**config.mk**
```make
export PLATFORM = sky130hd
export DESIGN_NAME = par_top
export DESIGN_NICKNAME = d
export VERILOG_FILES = /design/src/common/par_pkg.sv /design/src/common/par_mem_if.sv /design/src/verilog/par_hash.sv /design/src/verilog/par_mem_master.sv /design/src/verilog/par_top.sv
export SDC_FILE = /design/constraint.sdc
export NUM_CORES = 1
export LEC_CHECK = 0
export BUFFER_PORTS_ARGS = -buffer_cell sky130_fd_sc_hd__buf_2
export CORE_MARGIN = 3
export CORE_UTILIZATION = 55
export DETAILED_ROUTE_END_ITERATION = 12
export HOLD_SLACK_MARGIN = 0.15
export PLACE_DENSITY = 0.73
export SYNTH_ARGS = -nofsm -noshare
export SYNTH_HDL_FRONTEND = slang
export SYNTH_SLANG_ARGS = --single-unit
```
**constraint.sdc**
```tcl
create_clock -name I_CLK_SYS -period 9 [get_ports I_CLK_SYS]
set_clock_uncertainty 0.1 [all_clocks]
set_input_delay 0.9 -clock I_CLK_SYS [delete_from_list [all_inputs] [get_ports I_CLK_SYS]]
set_output_delay 0.9 -clock I_CLK_SYS [all_outputs]
set_load 0.02 [all_outputs]
```
**src/common/par_pkg.sv**
```systemverilog
// Constants, state codes and helpers shared by the private address resolver.
// Assumes a 50 MHz system clock and byte-wide access to system RAM.
//
// What this block does
// - Keys are read from the key-list pointer.
// - Key n sits sixteen bytes times n.
// - Writing 1 at 0x000 starts resolution.
// - Stop task at 0x008 halts resolution.
// - Done flag at 0x100 set on finish.
// - Match flag 0x104, no-match flag 0x108.
// - Enable-set register at 0x304 sets bits.
// - Enable-clear register at 0x308 clears bits.
// - Status at 0x400 holds matched key index.
// - Enable field 0x500: 0 off, 3 on.
// - Key count at 0x504, 1 to 16.
// - Key-list pointer register at 0x508.
// - Target address pointer register at 0x510.
// - Work area pointer register at 0x514.
// - Keys tried in order, stop at match.
// - Event flags stay set until written 0.
// - Memory accesses finish before events rise.
package par_pkg;
	localparam logic [11:0] OFS_START = 12'h000;
	localparam logic [11:0] OFS_STOP = 12'h008;
	localparam logic [11:0] OFS_DONE = 12'h100;
	localparam logic [11:0] OFS_MATCH = 12'h104;
	localparam logic [11:0] OFS_NOMATCH = 12'h108;
	localparam logic [11:0] OFS_IRQ_SET = 12'h304;
	localparam logic [11:0] OFS_IRQ_CLR = 12'h308;
	localparam logic [11:0] OFS_STATUS = 12'h400;
	localparam logic [11:0] OFS_ON_OFF = 12'h500;
	localparam logic [11:0] OFS_KEY_COUNT = 12'h504;
	localparam logic [11:0] OFS_KEY_BASE = 12'h508;
	localparam logic [11:0] OFS_TARGET_BASE = 12'h510;
	localparam logic [11:0] OFS_WORK_BASE = 12'h514;
	localparam int BIT_DONE = 0;
	localparam int BIT_MATCH = 1;
	localparam int BIT_NOMATCH = 2;
	localparam logic [1:0] ON_OFF_RESET = 2'h0;
	localparam logic [1:0] ON_OFF_ENABLED = 2'h3;
	localparam logic [4:0] KEY_COUNT_RESET = 5'h01;
	localparam logic [3:0] KEY_INDEX_LAST = 4'hF;
	localparam logic [3:0] KEY_BYTE_LAST = 4'hF;
	localparam logic [3:0] ADDR_BYTE_LAST = 4'h5;
	localparam logic [3:0] HASH_BYTE_LAST = 4'h2;
	localparam logic [3:0] HASH_ROUNDS = 4'h8;
	localparam logic [1:0] RESP_OKAY = 2'h0;
	localparam logic [1:0] RESP_SLVERR = 2'h2;

	typedef enum logic [2:0] {
		S_IDLE = 3'b000,
		S_ADDR = 3'b001,
		S_KEY = 3'b010,
		S_HASH = 3'b011,
		S_WORK = 3'b100,
		S_CHECK = 3'b101
	} par_state_t;

	// Merges write data into an old word lane by lane.
	function automatic logic [31:0] par_merge(input logic [31:0] old_val, input logic [31:0] new_val,
		input logic [3:0] strb);
		logic [31:0] res;
		res = old_val;
		for (int i = 0; i < 4; i++) begin
			if (strb[i]) begin
				res[i*8 +: 8] = new_val[i*8 +: 8];
			end
		end
		return res;
	endfunction : par_merge
endpackage : par_pkg

```
**src/common/par_mem_if.sv**
```systemverilog
// Byte request channel between the resolver core and its memory master.
// Assumes both ends run on the system clock.
`timescale 1ns/100ps
interface par_mem_if;
	logic cmd_valid;
	logic cmd_ready;
	logic cmd_we;
	logic [31:0] cmd_addr;
	logic [7:0] cmd_wdata;
	logic rsp_valid;
	logic [7:0] rsp_data;
	modport client (output cmd_valid, output cmd_we, output cmd_addr, output cmd_wdata,
		input cmd_ready, input rsp_valid, input rsp_data);
	modport server (input cmd_valid, input cmd_we, input cmd_addr, input cmd_wdata,
		output cmd_ready, output rsp_valid, output rsp_data);
endinterface : par_mem_if

```
**src/verilog/par_hash.sv**
```systemverilog
// Keyed 24-bit hash engine of fixed latency.
// Assumes the key and random part are valid in the cycle that i_start is high.
`timescale 1ns/100ps
module par_hash
	import par_pkg::*;
(
	input wire logic i_clk,
	input wire logic i_reset_n,
	input wire logic i_start,
	input wire logic [127:0] i_key,
	input wire logic [23:0] i_prand,
	output logic o_done,
	output logic [23:0] o_hash
);
	// A stand-in mixing network: the real cipher slots in here with the same handshake.
	logic [127:0] key_rot;
	logic [3:0] round;
	logic busy;

	always_ff @(posedge i_clk or negedge i_reset_n) begin
		if (!i_reset_n) begin
			busy <= 1'b0;
			round <= 4'h0;
			key_rot <= '0;
			o_hash <= 24'h000000;
			o_done <= 1'b0;
		end else begin
			o_done <= 1'b0;
			if (i_start) begin
				busy <= 1'b1;
				round <= 4'h0;
				key_rot <= i_key;
				o_hash <= i_prand;
			end else if (busy) begin
				o_hash <= {o_hash[18:0], o_hash[23:19]} ^ key_rot[23:0] ^ {8'h00, key_rot[127:112]};
				key_rot <= {key_rot[15:0], key_rot[127:16]};
				round <= round + 4'h1;
				if (round == HASH_ROUNDS - 4'h1) begin
					busy <= 1'b0;
					o_done <= 1'b1;
				end
			end
		end
	end
endmodule : par_hash

```
**src/verilog/par_mem_master.sv**
```systemverilog
// Memory master: turns one byte command into a held request on the RAM port.
// Assumes the RAM acknowledges each request with a one-cycle ack carrying read data.
`timescale 1ns/100ps
module par_mem_master (
	input wire logic i_clk,
	input wire logic i_reset_n,
	par_mem_if.server bus,
	output logic o_req,
	output logic o_we,
	output logic [31:0] o_addr,
	output logic [7:0] o_wdata,
	input wire logic i_ack,
	input wire logic [7:0] i_rdata
);
	assign bus.cmd_ready = !o_req;

	always_ff @(posedge i_clk or negedge i_reset_n) begin
		if (!i_reset_n) begin
			o_req <= 1'b0;
			o_we <= 1'b0;
			o_addr <= 32'h00000000;
			o_wdata <= 8'h00;
		end else if (bus.cmd_valid && !o_req) begin
			o_req <= 1'b1;
			o_we <= bus.cmd_we;
			o_addr <= bus.cmd_addr;
			o_wdata <= bus.cmd_wdata;
		end else if (i_ack) begin
			o_req <= 1'b0;
		end
	end

	always_ff @(posedge i_clk or negedge i_reset_n) begin
		if (!i_reset_n) begin
			bus.rsp_valid <= 1'b0;
			bus.rsp_data <= 8'h00;
		end else begin
			bus.rsp_valid <= o_req && i_ack;
			if (o_req && i_ack) begin
				bus.rsp_data <= i_rdata;
			end
		end
	end
endmodule : par_mem_master

```
**src/verilog/par_top.sv**
```systemverilog
// Private address resolver: AXI4-Lite register slave, key walk and memory sequencing.
// Assumes system RAM answers each byte request on the memory port in finite time.
//
// The AXI4-Lite slave port was left to the implementer.
`timescale 1ns/100ps
module par_top
	import par_pkg::*;
(
	input wire logic I_CLK_SYS,
	input wire logic I_RESET_N,
	input wire logic I_AWVALID,
	output logic O_AWREADY,
	input wire logic [11:0] I_AWADDR,
	input wire logic I_WVALID,
	output logic O_WREADY,
	input wire logic [31:0] I_WDATA,
	input wire logic [3:0] I_WSTRB,
	output logic O_BVALID,
	input wire logic I_BREADY,
	output logic [1:0] O_BRESP,
	input wire logic I_ARVALID,
	output logic O_ARREADY,
	input wire logic [11:0] I_ARADDR,
	output logic O_RVALID,
	input wire logic I_RREADY,
	output logic [31:0] O_RDATA,
	output logic [1:0] O_RRESP,
	output logic O_MEM_REQ,
	output logic O_MEM_WE,
	output logic [31:0] O_MEM_ADDR,
	output logic [7:0] O_MEM_WDATA,
	input wire logic I_MEM_ACK,
	input wire logic [7:0] I_MEM_RDATA,
	output logic O_IRQ
);
	function automatic logic reg_known(input logic [11:0] a);
		case (a)
			OFS_START, OFS_STOP, OFS_DONE, OFS_MATCH, OFS_NOMATCH, OFS_IRQ_SET, OFS_IRQ_CLR,
			OFS_STATUS, OFS_ON_OFF, OFS_KEY_COUNT, OFS_KEY_BASE, OFS_TARGET_BASE,
			OFS_WORK_BASE: reg_known = 1'b1;
			default: reg_known = 1'b0;
		endcase
	endfunction : reg_known

	par_mem_if mem();

	par_mem_master u_mem (
		.i_clk(I_CLK_SYS),
		.i_reset_n(I_RESET_N),
		.bus(mem.server),
		.o_req(O_MEM_REQ),
		.o_we(O_MEM_WE),
		.o_addr(O_MEM_ADDR),
		.o_wdata(O_MEM_WDATA),
		.i_ack(I_MEM_ACK),
		.i_rdata(I_MEM_RDATA)
	);

	logic hash_start;
	logic hash_done;
	logic [23:0] hash_val;
	logic [127:0] key_buf;
	logic [47:0] addr_buf;

	par_hash u_hash (
		.i_clk(I_CLK_SYS),
		.i_reset_n(I_RESET_N),
		.i_start(hash_start),
		.i_key(key_buf),
		.i_prand(addr_buf[47:24]),
		.o_done(hash_done),
		.o_hash(hash_val)
	);

	// Register bus: write address and data are caught separately, then applied together.
	logic aw_held;
	logic w_held;
	logic [11:0] aw_addr;
	logic [31:0] w_data;
	logic [3:0] w_strb;
	logic wr_fire;
	logic wr_bit0;
	logic wr_zero0;

	assign O_AWREADY = !aw_held;
	assign O_WREADY = !w_held;
	assign wr_fire = aw_held && w_held && !O_BVALID;
	assign wr_bit0 = w_strb[0] && w_data[0];
	assign wr_zero0 = w_strb[0] && !w_data[0];

	always_ff @(posedge I_CLK_SYS or negedge I_RESET_N) begin
		if (!I_RESET_N) begin
			aw_held <= 1'b0;
			aw_addr <= 12'h000;
		end else if (I_AWVALID && !aw_held) begin
			aw_held <= 1'b1;
			aw_addr <= I_AWADDR;
		end else if (wr_fire) begin
			aw_held <= 1'b0;
		end
	end

	always_ff @(posedge I_CLK_SYS or negedge I_RESET_N) begin
		if (!I_RESET_N) begin
			w_held <= 1'b0;
			w_data <= 32'h00000000;
			w_strb <= 4'h0;
		end else if (I_WVALID && !w_held) begin
			w_held <= 1'b1;
			w_data <= I_WDATA;
			w_strb <= I_WSTRB;
		end else if (wr_fire) begin
			w_held <= 1'b0;
		end
	end

	always_ff @(posedge I_CLK_SYS or negedge I_RESET_N) begin
		if (!I_RESET_N) begin
			O_BVALID <= 1'b0;
			O_BRESP <= RESP_OKAY;
		end else if (wr_fire) begin
			O_BVALID <= 1'b1;
			O_BRESP <= reg_known(aw_addr) ? RESP_OKAY : RESP_SLVERR;
		end else if (I_BREADY) begin
			O_BVALID <= 1'b0;
		end
	end

	// Software-visible configuration.
	logic [1:0] on_off;
	logic [4:0] key_count;
	logic [31:0] key_base;
	logic [31:0] target_base;
	logic [31:0] work_base;
	logic [2:0] irq_enable;
	logic enabled;

	assign enabled = (on_off == ON_OFF_ENABLED);

	always_ff @(posedge I_CLK_SYS or negedge I_RESET_N) begin
		if (!I_RESET_N) begin
			on_off <= ON_OFF_RESET;
			key_count <= KEY_COUNT_RESET;
			key_base <= 32'h00000000;
			target_base <= 32'h00000000;
			work_base <= 32'h00000000;
		end else if (wr_fire) begin
			case (aw_addr)
				OFS_ON_OFF: on_off <= 2'(par_merge({30'h00000000, on_off}, w_data, w_strb));
				OFS_KEY_COUNT: key_count <= 5'(par_merge({27'h0000000, key_count}, w_data, w_strb));
				OFS_KEY_BASE: key_base <= par_merge(key_base, w_data, w_strb);
				OFS_TARGET_BASE: target_base <= par_merge(target_base, w_data, w_strb);
				OFS_WORK_BASE: work_base <= par_merge(work_base, w_data, w_strb);
				default: begin
				end
			endcase
		end
	end

	always_ff @(posedge I_CLK_SYS or negedge I_RESET_N) begin
		if (!I_RESET_N) begin
			irq_enable <= 3'h0;
		end else if (wr_fire && aw_addr == OFS_IRQ_SET) begin
			irq_enable <= irq_enable | w_data[2:0];
		end else if (wr_fire && aw_addr == OFS_IRQ_CLR) begin
			irq_enable <= irq_enable & ~w_data[2:0];
		end
	end

	// Tasks: only a 1 in bit 0 triggers, and only while the block is on.
	logic start_trig;
	logic stop_trig;

	assign start_trig = wr_fire && aw_addr == OFS_START && wr_bit0 && enabled;
	assign stop_trig = wr_fire && aw_addr == OFS_STOP && wr_bit0 && enabled;

	// Resolution sequencer.
	par_state_t state;
	logic [3:0] byte_cnt;
	logic [3:0] key_idx;
	logic [4:0] run_count;
	logic pending;
	logic abort;
	logic [23:0] work_hash;
	logic [3:0] matched_key;
	logic ev_done;
	logic ev_match;
	logic ev_nomatch;
	logic key_hit;
	logic last_key;
	logic mem_phase;
	logic cmd_fire;

	assign mem_phase = (state == S_ADDR) || (state == S_KEY) || (state == S_WORK);
	assign mem.cmd_valid = mem_phase && !pending && !abort;
	assign cmd_fire = mem.cmd_valid && mem.cmd_ready;
	assign key_hit = (work_hash == addr_buf[23:0]);
	// A count of 0 still tries key 0; counts above 16 stop at key 15.
	assign last_key = ({1'b0, key_idx} + 5'h01 >= run_count) || (key_idx == KEY_INDEX_LAST);

	always_comb begin
		mem.cmd_we = 1'b0;
		mem.cmd_wdata = 8'h00;
		mem.cmd_addr = target_base + {28'h0000000, byte_cnt};
		case (state)
			S_KEY: mem.cmd_addr = key_base + {24'h000000, key_idx, byte_cnt};
			S_WORK: begin
				mem.cmd_we = 1'b1;
				mem.cmd_addr = work_base + {28'h0000000, byte_cnt};
				mem.cmd_wdata = work_hash[byte_cnt[1:0]*8 +: 8];
			end
			default: begin
			end
		endcase
	end

	always_ff @(posedge I_CLK_SYS or negedge I_RESET_N) begin
		if (!I_RESET_N) begin
			pending <= 1'b0;
		end else if (cmd_fire) begin
			pending <= 1'b1;
		end else if (mem.rsp_valid) begin
			pending <= 1'b0;
		end
	end

	// A stop is held until the outstanding byte returns, so no access outlives the run.
	always_ff @(posedge I_CLK_SYS or negedge I_RESET_N) begin
		if (!I_RESET_N) begin
			abort <= 1'b0;
		end else if (state == S_IDLE) begin
			abort <= 1'b0;
		end else if (stop_trig) begin
			abort <= 1'b1;
		end
	end

	always_ff @(posedge I_CLK_SYS or negedge I_RESET_N) begin
		if (!I_RESET_N) begin
			state <= S_IDLE;
			byte_cnt <= 4'h0;
			key_idx <= 4'h0;
			run_count <= KEY_COUNT_RESET;
			hash_start <= 1'b0;
			ev_done <= 1'b0;
			ev_match <= 1'b0;
			ev_nomatch <= 1'b0;
		end else begin
			hash_start <= 1'b0;
			ev_done <= 1'b0;
			ev_match <= 1'b0;
			ev_nomatch <= 1'b0;
			if (abort && !pending && state != S_IDLE) begin
				state <= S_IDLE;
			end else begin
				case (state)
					S_IDLE: begin
						// Starts during a run never reach here, so the live result is safe.
						if (start_trig) begin
							state <= S_ADDR;
							byte_cnt <= 4'h0;
							key_idx <= 4'h0;
							run_count <= key_count;
						end
					end
					S_ADDR: begin
						if (mem.rsp_valid) begin
							byte_cnt <= byte_cnt + 4'h1;
							if (byte_cnt == ADDR_BYTE_LAST) begin
								state <= S_KEY;
								byte_cnt <= 4'h0;
							end
						end
					end
					S_KEY: begin
						if (mem.rsp_valid) begin
							byte_cnt <= byte_cnt + 4'h1;
							if (byte_cnt == KEY_BYTE_LAST) begin
								state <= S_HASH;
								hash_start <= 1'b1;
							end
						end
					end
					S_HASH: begin
						if (hash_done) begin
							state <= S_WORK;
							byte_cnt <= 4'h0;
						end
					end
					S_WORK: begin
						if (mem.rsp_valid) begin
							byte_cnt <= byte_cnt + 4'h1;
							if (byte_cnt == HASH_BYTE_LAST) begin
								state <= S_CHECK;
							end
						end
					end
					S_CHECK: begin
						byte_cnt <= 4'h0;
						if (key_hit) begin
							state <= S_IDLE;
							ev_match <= 1'b1;
							ev_done <= 1'b1;
						end else if (last_key) begin
							state <= S_IDLE;
							ev_nomatch <= 1'b1;
							ev_done <= 1'b1;
						end else begin
							state <= S_KEY;
							key_idx <= key_idx + 4'h1;
						end
					end
					default: state <= S_IDLE;
				endcase
			end
		end
	end

	// Received address and key bytes shift in lowest address first.
	always_ff @(posedge I_CLK_SYS or negedge I_RESET_N) begin
		if (!I_RESET_N) begin
			addr_buf <= '0;
			key_buf <= '0;
		end else if (mem.rsp_valid && state == S_ADDR) begin
			addr_buf <= {mem.rsp_data, addr_buf[47:8]};
		end else if (mem.rsp_valid && state == S_KEY) begin
			key_buf <= {mem.rsp_data, key_buf[127:8]};
		end
	end

	always_ff @(posedge I_CLK_SYS or negedge I_RESET_N) begin
		if (!I_RESET_N) begin
			work_hash <= 24'h000000;
		end else if (hash_done && state == S_HASH) begin
			work_hash <= hash_val;
		end
	end

	always_ff @(posedge I_CLK_SYS or negedge I_RESET_N) begin
		if (!I_RESET_N) begin
			matched_key <= 4'h0;
		end else if (state == S_CHECK && key_hit && !abort) begin
			matched_key <= key_idx;
		end
	end

	// Event flags: a new event wins over a clearing write in the same cycle.
	logic [2:0] flags;
	logic [2:0] ev_set;
	logic [2:0] ev_clr;

	assign ev_set = {ev_nomatch, ev_match, ev_done} & {3{!abort}};
	assign ev_clr[BIT_DONE] = wr_fire && aw_addr == OFS_DONE && wr_zero0;
	assign ev_clr[BIT_MATCH] = wr_fire && aw_addr == OFS_MATCH && wr_zero0;
	assign ev_clr[BIT_NOMATCH] = wr_fire && aw_addr == OFS_NOMATCH && wr_zero0;

	always_ff @(posedge I_CLK_SYS or negedge I_RESET_N) begin
		if (!I_RESET_N) begin
			flags <= 3'h0;
		end else begin
			flags <= ev_set | (flags & ~ev_clr);
		end
	end

	assign O_IRQ = |(flags & irq_enable);

	// Read channel answers one cycle after the address is taken.
	assign O_ARREADY = !O_RVALID;

	always_ff @(posedge I_CLK_SYS or negedge I_RESET_N) begin
		if (!I_RESET_N) begin
			O_RVALID <= 1'b0;
			O_RDATA <= 32'h00000000;
			O_RRESP <= RESP_OKAY;
		end else if (I_ARVALID && !O_RVALID) begin
			O_RVALID <= 1'b1;
			O_RRESP <= reg_known(I_ARADDR) ? RESP_OKAY : RESP_SLVERR;
			case (I_ARADDR)
				OFS_DONE: O_RDATA <= {31'h00000000, flags[BIT_DONE]};
				OFS_MATCH: O_RDATA <= {31'h00000000, flags[BIT_MATCH]};
				OFS_NOMATCH: O_RDATA <= {31'h00000000, flags[BIT_NOMATCH]};
				OFS_IRQ_SET, OFS_IRQ_CLR: O_RDATA <= {29'h00000000, irq_enable};
				OFS_STATUS: O_RDATA <= {28'h0000000, matched_key};
				OFS_ON_OFF: O_RDATA <= {30'h00000000, on_off};
				OFS_KEY_COUNT: O_RDATA <= {27'h0000000, key_count};
				OFS_KEY_BASE: O_RDATA <= key_base;
				OFS_TARGET_BASE: O_RDATA <= target_base;
				OFS_WORK_BASE: O_RDATA <= work_base;
				default: O_RDATA <= 32'h00000000;
			endcase
		end else if (I_RREADY) begin
			O_RVALID <= 1'b0;
		end
	end
endmodule : par_top
```
==> results.json, run 1 <==
{
  "status": "completed",
  "cts_tree": "done",
  "clock_tree.root_cell": "clkbuf_16",
  "fp.dieW_um": 237,
  "critical_path.endpoint_type": "flop",
  "rr_worst_depth": 11,
  "worst-path-buf-inv": 1,
  "grtUsageTotal_pct": 26.1,
  "diodes": 0,
  "hp-class": "primary input to asynchronous set/reset pin",
  "r2r_end": "u_mem.o_addr[30]$_DFFE_PN0P_",
  "dp_slack_ns": 5.15,
  "whs_ns": 0.221,
  "dp_hpwl_mm": 49.4,
  "cts_hold_repair.buffers": 0,
  "syn2layout_area_growth_pct": 12.1,
  "pin_count": 160,
  "cpMaxStageDelayCell": "dfrtp_1",
  "vias": 21500,
  "p_leak_nw": 15.6,
  "post_cts_resized": 0,
  "synth-seq-cells": 630,
  "tightest_slew_ns": 1.17,
  "routedWlPerCell_um": 20.1,
  "drc": 0,
  "gp_congestion": 0.884,
  "row_count": 84,
  "fin_ws_ns": 5.06,
  "clock-sinks": 630,
  "power_density_mw_per_mm2": 193,
  "rrSetupSlack_ns": 5.06,
  "nNetsFinal": 3035,
  "crit_required_ns": 9.35,
  "fin_crit_ns": 3.94,
  "cts_made_buffers": 68,
  "crit_chain": "or3b_2 > buf_4 > nand2_1 > nand2_1 > ha_1 > a21o_1 > a21o_1 > o221ai_1 > or4_1 > a32oi_1 > o21ai_0",
  "critPathKind": "flop to flop",
  "drt_wl_total_mm": 73.6,
  "crit_family": "simple AND/OR/NAND/NOR gates",
  "arrival_ns": 4.29,
  "grt_pass1_vias": 21500,
  "dpl.cell_count": 3553,
  "synth_warnings": 0,
  "cp-start-kind": "flop",
  "drtIter0Drc": 1778,
  "grt_pass1_wl_mm": 118,
  "slew_viol_final": 0,
  "grt_max_degree": 176,
  "port_buffers": 157,
  "m1WireLength_mm": 31.1,
  "ir_drop_v": 0.000156,
  "seq_area_frac_synth_pct": 53.6,
  "top_layer": "met5",
  "path_clk_slew_ns": 0.06,
  "netlist_area_mm2": 0.0294,
  "rsz0062_at_grt": "no",
  "clk_path_buf_depth": 3,
  "routed_via_density": 5.84,
  "slew-limit-headroom_pct": 22.1,
  "synth-edff-count": 0,
  "hold_viol": 0,
  "synth_ff_type": "dfrtp_1",
  "synthArstFlopShare_pct": 100,
  "fp.dieH_um": 237,
  "wl_met2_mm": 36.4,
  "die_area_mm2": 0.0563,
  "dr_wl_met3_mm": 3.49,
  "h-tree-depth": 3,
  "antenna_found_initial": 1,
  "setup_violations": 0,
  "coreArea_mm2": 0.0528,
  "syn_avg_cell_area_um2": 10.4,
  "clk_latency_ns": 0.60,
  "instances_no_fill": 3672,
  "synthCells": 2834,
  "grt_overflow_total": 0,
  "setup_tns_ns": 0,
  "synthDistinctLibCells": 78,
  "clock.fmax_ghz": 0.254,
  "fin_crit_sh_pct": 43.8,
  "post_cts_buffers": 0,
  "critical_path.max_stage_delay_ns": 0.54,
  "reg2reg_from": "state[1]$_DFFE_PN0P_",
  "maxCapViolCount": 0,
  "layout-drive-gt1-share_pct": 18.3,
  "layout_common_cells": "668 x nand2_1, 626 x dfrtp_1, 249 x o21ai_0, 227 x mux2_2, 203 x mux2i_1",
  "ant_nets": 0,
  "initial_core_util_pct": 55.8,
  "drt-pass1-iter-count": 6,
  "final_common_cell": "nand2_1",
  "n_fill_cell": 4257,
  "cp_max_fo": 36
}
[worst max-delay path by stage]
stage / to / from / cells past startpoint / slack, ns
6_report: u_mem.o_addr[30]$_DFFE_PN0P_ / state[1]$_DFFE_PN0P_ / 11 / 5.06
5_1_grt: u_mem.o_addr[30]$_DFFE_PN0P_ / state[0]$_DFFE_PN0P_ / 12 / 4.73
4_1_cts: u_mem.o_addr[30]$_DFFE_PN0P_ / state[1]$_DFFE_PN0P_ / 11 / 5.12
3_5_place_dp: u_mem.o_addr[30]$_DFFE_PN0P_ / state[1]$_DFFE_PN0P_ / 11 / 5.15
3_3_place_gp: u_mem.o_addr[30]$_DFFE_PN0P_ / state[1]$_DFFE_PN0P_ / 11 / 5.24
2_1_floorplan: u_mem.o_addr[28]$_DFFE_PN0P_ / state[1]$_DFFE_PN0P_ / 16 / 5.33
[cells in the mapped netlist, types with 8 or more instances]
library cell,count,area [µm²]
buf_1,16,60.1
nand2b_1,8,50.1
nor2b_1,25,156
nand3_1,39,195
a22o_1,10,87.6
dfrtp_1,628,15700
a22oi_1,12,90.1
xor2_1,53,464
a31oi_1,8,50.1
inv_1,45,169
o211ai_1,9,67.6
nand2_1,670,2510
nor3_1,22,110
nor4_1,18,113
nor4b_1,8,70.1
mux2_2,227,2560
a21oi_1,73,365
ha_1,22,275
xnor2_1,73,639
nor2_1,97,364
a211oi_1,27,203
clkbuf_1,122,458
and3_1,13,81.3
nand4_1,22,138
mux2i_1,203,2030
a21o_1,12,90.1
o21ai_0,249,1250
buf_2,9,45.0
[power breakdown]
group          internal (mW)  total [mW]  switching [mW]
clock                   1.65        2.79            1.13
combinational          0.185       0.429           0.243
sequential              2.97        3.15           0.185
[through the flow]
step | utilization (%) | area (µm²) | power, mW
3_5_place_dp | 58.3 | 30800 | 3.63
3_3_place_gp | 58.3 | 30800 | 3.60
2_1_floorplan | - | 29400 | 3.40
5_1_grt | 62.5 | 33000 | 6.59
4_1_cts | 62.5 | 33000 | 6.42
6_report | 62.5 | 33000 | 6.37
[per-layer routing]
layer	GRT usage (%)	up-vias
li1	-	9978
met1	34.3	10700
met2	44.6	606
met3	3.77	161
met4	9.62	2
met5	0	-
[area by class of cell]
cell class	instances	area, µm²	area share [%]
inverter	45	169	0.512
clock buffer	96	1980	6.00
tap	688	861	2.61
clock inverter	23	251	0.762
timing repair buffer	180	1010	3.05
multi-input combinational	2010	12900	39.2
sequential	630	15800	47.8
[kinds of logic (layout without fill, tap and decap cells)]
family                   after synthesis  in the layout  synth area share [%]
buffers and inverters                195            344                  2.58
multiplexers                         431            431                  15.7
adder cells (fa/ha/maj)               24             24                  1.07
AO/OA/AOI/OAI                        454            454                  9.07
XOR/XNOR                             126            126                  3.75
flip-flops                           630            630                  53.6
other                                  1              2                0.0127
AND/OR/NAND/NOR                      973            973                  14.3
[sequential cells by signal (all words and copies together) (netlist names), 24 cells and up, named ones only]
| name | count |
|---|---|
| u_mem.o_addr | 32 |
| work_base | 32 |
| key_buf | 128 |
| w_data | 32 |
| work_hash | 24 |
| target_base | 32 |
| addr_buf | 48 |
| u_hash.o_hash | 24 |
| key_base | 32 |
| O_RDATA | 32 |
| u_hash.key_rot | 128 |
Note: power is estimated with default switching activity, not from simulation.
==> run 2: changes to the inputs <==
clock period = 3.9 ns   (was 9 ns; I/O delays follow)
==> run 2 against run 1 <==
Against the previous run:
- sequential power increased by 130%
- largest cell class unchanged
- utilization increased by 1.6 points
- critical endpoint unchanged
- sequential share of layout area decreased by 1.2 points
- final area increased by 2.5%
==> results.json, run 2 (synthesis gave the netlist of run 1 again) <==
{
  "status": "completed",
  "fp.dieH_um": 237,
  "fp.dieW_um": 237,
  "crit_chain": "or3b_2 > nand2_1 > nand2_1 > ha_1 > a21o_1 > a21o_1 > o221ai_1 > or4_1 > a32oi_1 > o21ai_0",
  "clk_latency_ns": 0.61,
  "fin_crit_ns": 3.66,
  "clock_tree.root_cell": "clkbuf_16",
  "dpl_cell_area_mm2": 0.0311,
  "drt-pass1-iter-count": 5,
  "critical_path.endpoint_type": "flop",
  "final_common_cell": "nand2_1",
  "port_buffers": 157,
  "ant_nets": 0,
  "clock.fmax_ghz": 0.273,
  "maxCapViolCount": 0,
  "layout_common_cells": "668 x nand2_1, 626 x dfrtp_1, 249 x o21ai_0, 227 x mux2_2, 203 x mux2i_1",
  "clk_path_buf_depth": 3,
  "pin_count": 160,
  "grt_pass1_wl_mm": 122,
  "drt_wl_total_mm": 75.9,
  "h-tree-depth": 3,
  "setup_violations": 0,
  "antenna_found_initial": 0,
  "critical_path.max_stage_delay_ns": 0.62,
  "postLayoutCellArea_mm2": 0.0338,
  "cpMaxStageDelayCell": "or3b_2",
  "p_leak_nw": 15.9,
  "nNetsFinal": 3124,
  "finalPower_mw": 14.6,
  "largestRegisters": "key_buf x128, u_hash.key_rot x128, addr_buf x48",
  "final_util_pct": 64.1,
  "cp_max_fo": 14,
  "whs_ns": 0.163,
  "slew_viol_final": 0,
  "syn2layout_area_growth_pct": 14.9,
  "drtIter0Drc": 1517,
  "cp-start-kind": "flop",
  "row_count": 84,
  "crit_family": "simple AND/OR/NAND/NOR gates",
  "hp-class": "primary input to flop",
  "grtUsageTotal_pct": 27.1,
  "hold_viol": 0,
  "setup_tns_ns": 0,
  "path_clk_slew_ns": 0.06,
  "coreArea_mm2": 0.0528,
  "vias": 21900,
  "dp_hpwl_mm": 51.3,
  "power_density_mw_per_mm2": 430,
  "grt_overflow_total": 0,
  "critPathKind": "flop to flop",
  "clock-sinks": 630,
  "drc": 0,
  "post_cts_buffers": 0,
  "arrival_ns": 4.03,
  "grt_max_degree": 97,
  "routed_via_density": 5.84,
  "fin_crit_sh_pct": 93.9,
  "cts_tree": "done",
  "worst-path-buf-inv": 0,
  "rsz0062_at_grt": "no",
  "routedWlPerCell_um": 20.2,
  "tightest_slew_ns": 1.20,
  "ir_drop_v": 0.000302,
  "grt_pass1_vias": 22200,
  "n_fill_cell": 4083,
  "slew-limit-headroom_pct": 19.5,
  "crit_required_ns": 4.27,
  "layout-drive-gt1-share_pct": 18.4,
  "gp_congestion": 0.928,
  "cts_made_buffers": 67,
  "diodes": 0,
  "initial_core_util_pct": 55.8,
  "die_area_mm2": 0.0563
}
run 2: changes by cell type in the layout (fill, tap and decap cells not counted), sizes merged:
cell / before / now
inv: 47 / 46
buf: 180 / 207
clkinv: 16 / 9
dlygate4sd3: 0 / 63
bufinv: 4 / 1
clkbuf: 96 / 101
clkinvlp: 1 / 0
run 2: worst paths after layout:
kind | startpoint | end | slack, ns | depth (start not counted)
max | state[0]$_DFFE_PN0P_ | u_mem.o_addr[30]$_DFFE_PN0P_ | 0.24 | 10
min | I_ARVALID | O_RDATA[1]$_DFFE_PN0P_ | 0.16 | 4
max reg2reg | state[0]$_DFFE_PN0P_ | u_mem.o_addr[30]$_DFFE_PN0P_ | 0.24 | 10
min reg2reg | O_RDATA[28]$_DFFE_PN0P_ | O_RDATA[28]$_DFFE_PN0P_ | 0.37 | 2
max in group asynchronous | I_RESET_N | work_base[10]$_DFFE_PN0P_ | 2.23 | 3
min in group asynchronous | I_RESET_N | w_data[4]$_DFFE_PN0P_ | 0.30 | 2
run 2: timing repair:
action | in CTS | in global routing
hold endpoints to repair | 139 | 0
resized for setup | 0 | 0
hold buffers | 63 | 0
run 2: per-layer routing:
metal	up-vias	share of wire (%)	GRT usage, %
met1	11000	42	35.5
met3	187	4.2	3.84
met4	0	4.5	12.0
met2	621	49	45.5
li1	10100	-	-
met5	-	0	0
run 2: final cells by class:
| type | instances | area [µm²] | area share, % |
|---|---|---|---|
| clock buffer | 101 | 2000 | 5.90 |
| clock inverter | 11 | 133 | 0.392 |
| inverter | 45 | 169 | 0.499 |
| multi-input combinational | 2010 | 12900 | 38.3 |
| sequential | 630 | 15800 | 46.6 |
| tap | 688 | 861 | 2.55 |
| timing repair buffer | 270 | 1940 | 5.73 |
run 2: per-stage QoR:
step                std cells  worst slack (ns)
floorplan                2835             0.232
global placement         3580             0.399
detailed placement       3580             0.306
CTS                      3755             0.301
global route             3755            0.0409
finish                   3755             0.236
run 2: tightest hold or removal path, stage by stage:
cell and delay [ns]:
buf_2 0.12, nor2b_1 0.17, nor2_1 0.10, nor2_1 0.05
run 2: power breakdown:
part	total [mW]	internal, mW	switching, mW
logic	1.08	0.487	0.596
clock network	6.19	3.60	2.59
registers	7.28	6.85	0.424
